### config.mk
export PLATFORM = sky130hd
export DESIGN_NAME = scc_ctrl
export DESIGN_NICKNAME = d
export VERILOG_FILES = /design/src/common/scc_pkg.sv /design/src/design/scc_ctrl.sv
export VERILOG_INCLUDE_DIRS = /design/src /design/src/common
export SDC_FILE = /design/constraint.sdc
export NUM_CORES = 2
export LEC_CHECK = 0
export ABC_AREA = 1
export BUFFER_PORTS_ARGS = -buffer_cell sky130_fd_sc_hd__clkbuf_2
export CAP_MARGIN = 20
export CORE_ASPECT_RATIO = 2
export CORE_MARGIN = 8
export CORE_UTILIZATION = 55
export DETAILED_ROUTE_END_ITERATION = 12
export PLACE_DENSITY = 0.77
export SYNTH_ARGS = -nofsm -noshare
export SYNTH_HDL_FRONTEND = slang
export SYNTH_HIERARCHICAL = 1
export SYNTH_SLANG_ARGS = --single-unit
### constraint.sdc
create_clock -name core_clk_i -period 3.7 [get_ports core_clk_i]
set_clock_uncertainty 0.15 [all_clocks]
set_input_delay 0.185 -clock core_clk_i [delete_from_list [all_inputs] [get_ports core_clk_i]]
set_output_delay 0.185 -clock core_clk_i [all_outputs]
set_load 0.01 [all_outputs]
### src/common/scc_cfg.svh
// Constants of the socket connection controller: commands, flag bits,
// protocol codes and timing. Included by the design and the testbench.
//
// Notes on behaviour
// - Peer disconnect sets teardown flag, peer_closing.
// - Teardown command ends in shut plus flag.
// - Unanswered TCP packet past retries closes socket.
// - Final TCP expiry sets the timeout flag.
// - Event flags clear by writing one.
// - Masked socket flag sets the global flag; masked global flag raises the interrupt.
// - Connect sends request; may expire on timeouts.
// - Protocol code two plus open gives datagram_open.
// - Eight independent sockets with own registers.
// - Broadcast datagram skips resolution, never expires.
// - Unicast datagram resolves first; expiry drops it.
// - Command register reads zero when done.
// - Protocol code one plus open gives opened.
// - Listening socket answers request, then connects.
`ifndef SCC_CFG_SVH
`define SCC_CFG_SVH
`define SCC_NSOCK 8
`define SCC_CMD_OPEN 8'h01
`define SCC_CMD_LISTEN 8'h02
`define SCC_CMD_CONNECT 8'h04
`define SCC_CMD_TEARDOWN 8'h08
`define SCC_CMD_CLOSE 8'h10
`define SCC_CMD_SEND 8'h20
`define SCC_CMD_RX_EVENT_FLAG 8'h40
`define SCC_F_CONNECT 0
`define SCC_F_TEARDOWN 1
`define SCC_F_RX 2
`define SCC_F_EXPIRY 3
`define SCC_F_SENDOK 4
`define SCC_PROTO_TCP 4'h1
`define SCC_PROTO_UDP 4'h2
`define SCC_BCAST_IP 32'hffffffff
`define SCC_CLK_NS 10
`define SCC_TICK_NS 100000
`define SCC_TICK_CYC (`SCC_TICK_NS / `SCC_CLK_NS)
`define SCC_FIFO_DEPTH 4
`endif

### src/common/scc_pkg.sv
// Types shared by the socket connection controller.
// Assumes scc_cfg.svh is on the include path.
package scc_pkg;
   // distinct state codes
   // Socket states; the enum order fixes each code.
   typedef enum logic [3:0] {
      state_shut, state_opened, state_waiting_peer, state_handshake_rcvd,
      state_established, state_peer_closing, state_datagram_open,
      state_connecting, state_closing
   } scc_state_t;
   typedef enum logic [2:0] {
      ev_syn, ev_synack, ev_ack, ev_fin, ev_data, ev_arp_reply
   } scc_evt_t;
   typedef enum logic [2:0] {
      pk_syn, pk_synack, pk_ack, pk_fin, pk_data, pk_arp_req
   } scc_pkt_t;
   typedef struct packed {
      scc_state_t state;
      logic [7:0] cmd;
      logic [3:0] proto;
      logic [15:0] port;
      logic [7:0] flags;
      logic bcast;
      logic pend_v;
      scc_pkt_t pend_k;
      logic await;
      logic [15:0] wait_cnt;
      logic [7:0] tries;
   } scc_sock_t;
endpackage : scc_pkg

### src/design/scc_ctrl.sv
// Socket connection controller: eight command-driven sockets and the
// queue of outgoing packet descriptors.
// Assumes the network side reports received packets as one-cycle events
// and drains descriptors with valid/ready.
`timescale 1ns/1ps
`include "scc_cfg.svh"

module scc_fifo #(
   parameter int W = 8,
   parameter int D = `SCC_FIFO_DEPTH
) (
   // Clock and reset
   input wire logic core_clk_i,
   input wire logic reset_i,
   // Fill side
   input wire logic in_valid_i,
   input wire logic [W-1:0] in_data_i,
   output logic in_ready_o,
   // Drain side
   output logic out_valid_o,
   output logic [W-1:0] out_data_o,
   input wire logic out_ready_i
);
   localparam int CW = $clog2(D + 1);
   typedef struct packed {
      logic [D-1:0][W-1:0] mem;
      logic [CW-1:0] cnt;
      logic vld;
      logic rdy;
   } scc_fifo_t;
   scc_fifo_t q, d;
   if (D < 2) begin : g_chk
      $error("fifo depth below two");
   end
   // The head always sits in entry zero, so the drain data is a flop.
   always_comb begin
      logic [CW-1:0] c;
      c = q.cnt;
      d = q;
      if (q.vld && out_ready_i) begin
         for (int i = 0; i < D - 1; i++) begin
            d.mem[i] = q.mem[i+1];
         end
         c = CW'(q.cnt - 1'b1);
      end
      if (in_valid_i && q.rdy) begin
         d.mem[c] = in_data_i;
         c = CW'(c + 1'b1);
      end
      d.cnt = c;
      d.vld = (c != '0);
      d.rdy = (c != CW'(D));
   end
   always_ff @(posedge core_clk_i) begin
      if (reset_i) begin
         q <= '0;
         q.rdy <= 1'b1;
      end else begin
         q <= d;
      end
   end
   assign in_ready_o = q.rdy;
   assign out_valid_o = q.vld;
   assign out_data_o = q.mem[0];
endmodule : scc_fifo

module scc_ctrl import scc_pkg::*; #(
   parameter int NSOCK = `SCC_NSOCK,
   parameter int TICK_CYC = `SCC_TICK_CYC
) (
   // Clock and reset
   input wire logic core_clk_i,
   input wire logic reset_i,
   // Command write
   input wire logic cmd_valid_i,
   input wire logic [2:0] cmd_sock_i,
   input wire logic [7:0] cmd_code_i,
   input wire logic [31:0] cmd_dest_ip_i,
   // Socket configuration write
   input wire logic cfg_valid_i,
   input wire logic [2:0] cfg_sock_i,
   input wire logic [3:0] cfg_protocol_select_i,
   input wire logic [15:0] cfg_source_port_i,
   // Flag clearing, masks and retry settings
   input wire logic flag_clr_valid_i,
   input wire logic [2:0] flag_clr_sock_i,
   input wire logic [7:0] flag_clr_bits_i,
   input wire logic [NSOCK-1:0][7:0] socket_event_mask_i,
   input wire logic [NSOCK-1:0] global_event_mask_i,
   input wire logic [NSOCK-1:0] global_clr_i,
   input wire logic [15:0] retry_period_setting_i,
   input wire logic [7:0] retry_limit_setting_i,
   // Network events
   input wire logic ev_valid_i,
   input wire logic [2:0] ev_sock_i,
   input wire scc_evt_t ev_kind_i,
   // Outgoing packet descriptors {socket, kind, source port}
   output logic tx_valid_o,
   output logic [21:0] tx_desc_o,
   input wire logic tx_ready_i,
   // Status
   output scc_state_t [NSOCK-1:0] socket_state_reg_o,
   output logic [NSOCK-1:0][7:0] socket_command_reg_o,
   output logic [NSOCK-1:0][7:0] socket_event_flags_o,
   output logic [NSOCK-1:0] global_event_flags_o,
   output logic irq_o
);
   localparam int TW = $clog2(TICK_CYC + 1);
   typedef struct packed {
      scc_sock_t [NSOCK-1:0] sk;
      logic [2:0] ptr;
      logic [NSOCK-1:0] glb;
      logic irq;
      logic [TW-1:0] tick;
   } scc_top_t;
   scc_top_t q, d;
   logic push;
   logic [21:0] push_w;
   logic fifo_rdy;
   if (NSOCK != 8 || TICK_CYC < 1) begin : g_chk
      $error("socket count must be eight");
   end

   // ---------------------------------------------------------------
   // Socket engines
   // ---------------------------------------------------------------
   // One socket per cycle gets the scanner slot, so at most one
   // descriptor enters the queue per cycle; a full queue stalls it.
   always_comb begin
      scc_sock_t s;
      logic [7:0] fset;
      logic tick;
      s = '0;
      fset = '0;
      d = q;
      push = 1'b0;
      push_w = '0;
      tick = (q.tick == '0);
      d.tick = tick ? TW'(TICK_CYC - 1) : TW'(q.tick - 1'b1);
      d.ptr = 3'(q.ptr + 1'b1);
      d.glb = q.glb & ~global_clr_i;
      for (int i = 0; i < NSOCK; i++) begin
         s = q.sk[i];
         fset = '0;
         if (s.await && tick && s.wait_cnt != '0) begin
            s.wait_cnt = 16'(s.wait_cnt - 1'b1);
         end
         if (q.ptr == 3'(i)) begin
            if (s.cmd == `SCC_CMD_CLOSE) begin
               s.state = state_shut;
               s.pend_v = 1'b0;
               s.await = 1'b0;
               s.cmd = 8'h00;
            end else if (s.await && s.wait_cnt == '0) begin
               if (s.tries >= retry_limit_setting_i) begin
                  fset[`SCC_F_EXPIRY] = 1'b1;
                  s.await = 1'b0;
                  s.cmd = 8'h00;
                  if (s.state != state_datagram_open) begin
                     s.state = state_shut;
                  end
               end else begin
                  s.tries = 8'(s.tries + 1'b1);
                  s.await = 1'b0;
                  s.pend_v = 1'b1;
               end
            end else if (s.pend_v && fifo_rdy) begin
               push = 1'b1;
               push_w = {3'(i), s.pend_k, s.port};
               s.pend_v = 1'b0;
               s.await = (s.pend_k != pk_ack) && !(s.pend_k == pk_data
                         && s.state == state_datagram_open);
               s.wait_cnt = retry_period_setting_i;
               if (s.pend_k == pk_data && s.state == state_datagram_open)
               begin
                  fset[`SCC_F_SENDOK] = 1'b1;
                  s.cmd = 8'h00;
               end
            end else if (s.cmd != 8'h00 && !s.pend_v && !s.await) begin
               s.tries = 8'h00;
               s.cmd = 8'h00;
               // The copy in s is already cleared, so decode the old code.
               case (q.sk[i].cmd)
                  `SCC_CMD_OPEN: begin
                     if (s.proto == `SCC_PROTO_TCP) begin
                        s.state = state_opened;
                     end else if (s.proto == `SCC_PROTO_UDP) begin
                        s.state = state_datagram_open;
                     end else begin
                        s.state = state_shut;
                     end
                  end
                  `SCC_CMD_LISTEN: begin
                     if (s.state == state_opened) begin
                        s.state = state_waiting_peer;
                     end
                  end
                  `SCC_CMD_CONNECT: begin
                     if (s.state == state_opened) begin
                        s.state = state_connecting;
                        s.pend_v = 1'b1;
                        s.pend_k = pk_arp_req;
                     end
                  end
                  `SCC_CMD_TEARDOWN: begin
                     if (s.state == state_established ||
                         s.state == state_peer_closing) begin
                        s.state = state_closing;
                        s.pend_v = 1'b1;
                        s.pend_k = pk_fin;
                     end
                  end
                  `SCC_CMD_SEND: begin
                     s.pend_v = (s.state == state_established) ||
                                (s.state == state_datagram_open);
                     s.pend_k = (s.state == state_datagram_open &&
                                 !s.bcast) ? pk_arp_req : pk_data;
                     s.cmd = s.pend_v ? `SCC_CMD_SEND : 8'h00;
                  end
                  default: begin
                  end
               endcase
            end
         end
         if (ev_valid_i && ev_sock_i == 3'(i)) begin
            case (ev_kind_i)
               ev_syn: begin
                  if (s.state == state_waiting_peer) begin
                     s.state = state_handshake_rcvd;
                     s.pend_v = 1'b1;
                     s.pend_k = pk_synack;
                     s.tries = 8'h00;
                  end
               end
               ev_synack: begin
                  if (s.state == state_connecting) begin
                     s.state = state_established;
                     fset[`SCC_F_CONNECT] = 1'b1;
                     s.await = 1'b0;
                     s.pend_v = 1'b1;
                     s.pend_k = pk_ack;
                  end
               end
               ev_ack: begin
                  s.await = 1'b0;
                  if (s.state == state_handshake_rcvd) begin
                     s.state = state_established;
                     fset[`SCC_F_CONNECT] = 1'b1;
                  end else if (s.state == state_closing) begin
                     s.state = state_shut;
                     fset[`SCC_F_TEARDOWN] = 1'b1;
                  end else if (s.cmd == `SCC_CMD_SEND) begin
                     fset[`SCC_F_SENDOK] = 1'b1;
                     s.cmd = 8'h00;
                  end
               end
               ev_fin: begin
                  if (s.state == state_established) begin
                     s.state = state_peer_closing;
                     fset[`SCC_F_TEARDOWN] = 1'b1;
                  end else if (s.state == state_closing) begin
                     s.state = state_shut;
                     s.await = 1'b0;
                     fset[`SCC_F_TEARDOWN] = 1'b1;
                  end
               end
               ev_data: begin
                  if (s.state == state_established ||
                      s.state == state_datagram_open) begin
                     fset[`SCC_F_RX] = 1'b1;
                  end
               end
               ev_arp_reply: begin
                  // datagram goes out only once resolved
                  if (s.await && s.pend_k == pk_arp_req) begin
                     s.await = 1'b0;
                     s.pend_v = 1'b1;
                     s.tries = 8'h00;
                     s.pend_k = (s.state == state_connecting) ?
                                pk_syn : pk_data;
                  end
               end
               default: begin
               end
            endcase
         end
         if (cmd_valid_i && cmd_sock_i == 3'(i)) begin
            s.cmd = cmd_code_i;
            s.bcast = (cmd_dest_ip_i == `SCC_BCAST_IP);
         end
         if (cfg_valid_i && cfg_sock_i == 3'(i)) begin
            s.proto = cfg_protocol_select_i;
            s.port = cfg_source_port_i;
         end
         // write one clears, a new event wins
         if (flag_clr_valid_i && flag_clr_sock_i == 3'(i)) begin
            s.flags = s.flags & ~flag_clr_bits_i;
         end
         s.flags = s.flags | fset;
         // masked flag reaches the global flag
         if ((fset & socket_event_mask_i[i]) != 8'h00) begin
            d.glb[i] = 1'b1;
         end
         d.sk[i] = s;
      end
      d.irq = |(d.glb & global_event_mask_i);
   end

   always_ff @(posedge core_clk_i) begin
      if (reset_i) begin
         q <= '0;
      end else begin
         q <= d;
      end
   end

   scc_fifo #(.W(22), .D(`SCC_FIFO_DEPTH)) u_txq (
      .core_clk_i(core_clk_i),
      .reset_i(reset_i),
      .in_valid_i(push),
      .in_data_i(push_w),
      .in_ready_o(fifo_rdy),
      .out_valid_o(tx_valid_o),
      .out_data_o(tx_desc_o),
      .out_ready_i(tx_ready_i)
   );

   for (genvar g = 0; g < NSOCK; g++) begin : g_out
      assign socket_state_reg_o[g] = q.sk[g].state;
      assign socket_command_reg_o[g] = q.sk[g].cmd;
      assign socket_event_flags_o[g] = q.sk[g].flags;
   end
   assign global_event_flags_o = q.glb;
   assign irq_o = q.irq;

   scc_sock_t cur, evs;
   logic exec, expire;
   assign cur = q.sk[q.ptr];
   assign evs = q.sk[ev_sock_i];
   assign exec = cur.cmd != 8'h00 && cur.cmd != `SCC_CMD_CLOSE &&
                 !cur.pend_v && !cur.await && !ev_valid_i;
   assign expire = cur.await && cur.wait_cnt == '0 &&
                   cur.tries >= retry_limit_setting_i && !ev_valid_i &&
                   cur.state != state_datagram_open;
endmodule : scc_ctrl

==> run summary <==
global-route wire length before repair -> 295800 um
yosys warns -> 6
DRT iter0 DRCs -> 6608
Pins Over Slew Limit -> 0
failing checks -> negative setup slack
Post-synth top flop -> dfxtp_1
Top Ports -> 386
syn avg cell area -> 6.062 sq um
GR Overflow Total -> 0
die area -> 93420 sq um
top cell type's share of synthesized area -> 29.65%
# DRC -> 0
Max Clock Freq -> 247.4 MHz
worst slew pin tran -> 1131 ps
# rows -> 150
hold path start -> ev_valid_i
Longest Clk Path Bufs -> 3
Worst Hold Depth -> 5
Via density -> 5.756
TritonRoute pass-1 iters -> 9
final hold slack -> 67.34 ps
Cells after Synth -> 7564
WL per Instance -> 20.51 um
worst min-delay path category -> primary input to flip-flop
Seq/Total Area, Yosys -> 29.65%
Layout Cells excl Fill -> 9910
mapped cell area -> 45850 sq um
fraction of registers with async set/reset -> 0%
peak supply drop -> 0.4570 mV
hpwl dp -> 145900 um
CTS tree -> built
r2r endpoint -> u_txq/q[35]
Die Wd -> 220.2 um
Worst Path Required -> 4140 ps
largest net degree at the start of global routing -> 109
# H-tree levels -> 3
CP max-delay cell -> or4_4
most instantiated cells after synthesis -> nand2_1, nor2_1, inv_1
Root Buffer Master -> clkbuf_16
max-capacitance violation count -> 0
DR vias -> 57044
Layout Nets -> 9078
TritonCTS buffer count -> 68
CP bufs+invs -> 6
drt total wl -> 203200 um
Tmin final -> 4042 ps
RePlAce Congestion -> 1.091
antenna-violating nets left -> 0
core box area -> 83140 sq um
CP Capture Type -> flip-flop
status -> finished with violations
Seq cells post-synth -> 679
vias in the first global route -> 52207
starting density of the core -> 55.15%
final hold vios -> 0
Max-slew headroom -> 24.32%
count leader, synth -> nand2_1
Logic pwr share -> 19.5%
crit path kind -> flip-flop to flip-flop
Skew-Pair Late Insertion Delay -> 700 ps
Worst Setup Start Kind -> flip-flop
number of port buffers -> 361
Final WS setup -> -341.6 ps
critical path startpoint -> q[0]
clock share of power -> 39.6%
Seq pwr share -> 40.8%
DP Area -> 54580 sq um
GRT Util Overall -> 40.59%
Die H -> 424.3 um
Synth cell types -> 66
Internal Power -> 0.01280 W
Crit path max-delay family -> simple AND/OR/NAND/NOR gates
crit path max fanout -> 8
WHS Endpoint -> q[541]
max incr delay on CP -> 600 ps
Layout area overhead -> 33.56%
Synth area leader -> dfxtp_1
r2r setup slk -> -340 ps
number of flops mapped to enable cells by yosys -> 0
Core Util, Final -> 73.65%
share of cells above drive strength 1 -> 24.54%
PD cells -> 305.6 nW/um^2
sw frac -> 31.59%
dpl cells -> 9562
part of the cycle the worst path needs -> 109.2%
R2R Path Start -> q[0]
Critical Path AT -> 4480 ps
Synth area leaders -> dfxtp_1, nand2_1, nor2_1, inv_1, o21ai_0
R2R depth -> 26
unrepaired setup endpoints after global routing -> true
clock sink count -> 679
clock slew at reported path FFs -> 70 ps
NetSw -> 0.005910 W
syn_nets -> 7848
Leak -> 30.70 nW
initial antenna violation count -> 5
final instance area -> 61240 sq um
Finish-stage setup viols -> 129
==> cell usage in the layout, fill, tap and decap left out, types with 120 or more instances in the layout <==
cell,n
nand2_1,1597
nor2_1,1126
buf_4,1010
inv_1,907
dfxtp_1,670
o21ai_0,609
nand3_1,439
a21oi_1,389
clkbuf_2,360
nand2_2,178
dlygate4sd3_1,141
nand4_1,120
==> tightest hold or removal path, stage by stage <==
cell	delay (ps)
clkbuf_2	90
nand2_1	170
nor2_1	180
nand2_1	140
a221oi_1	100
==> power groups by stage <==
stage	Sequential (W)	Clock, W	Combinational (W)
after global routing	0.00765	0.00773	0.00385
final	0.00764	0.00741	0.00366
after global placement	0.00777	0	0.00300
after CTS	0.00762	0.00743	0.00327
after detailed placement	0.00777	0	0.00303
after floorplan	0.00776	0	0.00168
==> through the flow <==
stage	TNS, ps	power (W)	worst slack (ps)
after floorplan	0	0.009437	35.66
after global placement	-46480	0.01077	-606.6
after detailed placement	-59290	0.01081	-657.7
after CTS	-14630	0.01832	-217.3
after global routing	-63130	0.01923	-540.4
final	-24390	0.01871	-341.6
==> layer usage <==
layer	wire length [um]	GRT usage [%]	vias to the layer above
met2	85810	61.27	3643
met4	18730	31.62	4
met1	74490	49.71	25795
met5	23	0	-
met3	24140	8.646	832
li1	-	-	26770
==> cells by family after synthesis <==
family	after synthesis	share of synthesized area, %
compound gates	1383	16.95
xor+xnor	55	1.051
fa+ha+maj	90	2.456
buf+inv	1441	13.68
flops	679	29.65
simple gates	3916	36.21
==> timing repair <==
action	CTS	global route
setup endpoints to repair	217	272
cloned	7	17
gates resized for setup	167	458
setup buffers	17	46
endpoints found under the hold margin	380	0
pin swaps	38	188
hold buffers	142	0
==> how the worst max path moves through the flow <==
stage                  end  slack [ps]  cells after the start
6_report       u_txq/q[35]        -340                     26
2_1_floorplan  u_txq/q[88]          40                     25
3_3_place_gp         irq_o        -610                     29
3_5_place_dp         irq_o        -660                     30
4_1_cts              irq_o        -220                     30
5_1_grt        u_txq/q[35]        -540                     28
==> final cells by class <==
class | instances | area [sq um]
Multi-Input combinational cell | 5451 | 27830
Fill cell | 6843 | 21900
Sequential cell | 679 | 13600
Timing Repair Buffer | 1616 | 12460
Inverter | 978 | 3681
Clock buffer | 89 | 1891
Tap cell | 1064 | 1331
Clock inverter | 32 | 439.2
Antenna cell | 1 | 2.502
==> flip-flops by register name, summed over array words and instances (netlist names), 8 cells and up <==
name                  cells
socket_command_reg_o     64
u_txq/out_data_o         22
q                       417
socket_state_reg_o       32
socket_event_flags_o     64
u_txq/q                  69
global_event_flags_o      8
(Power assumes the default switching activity.)
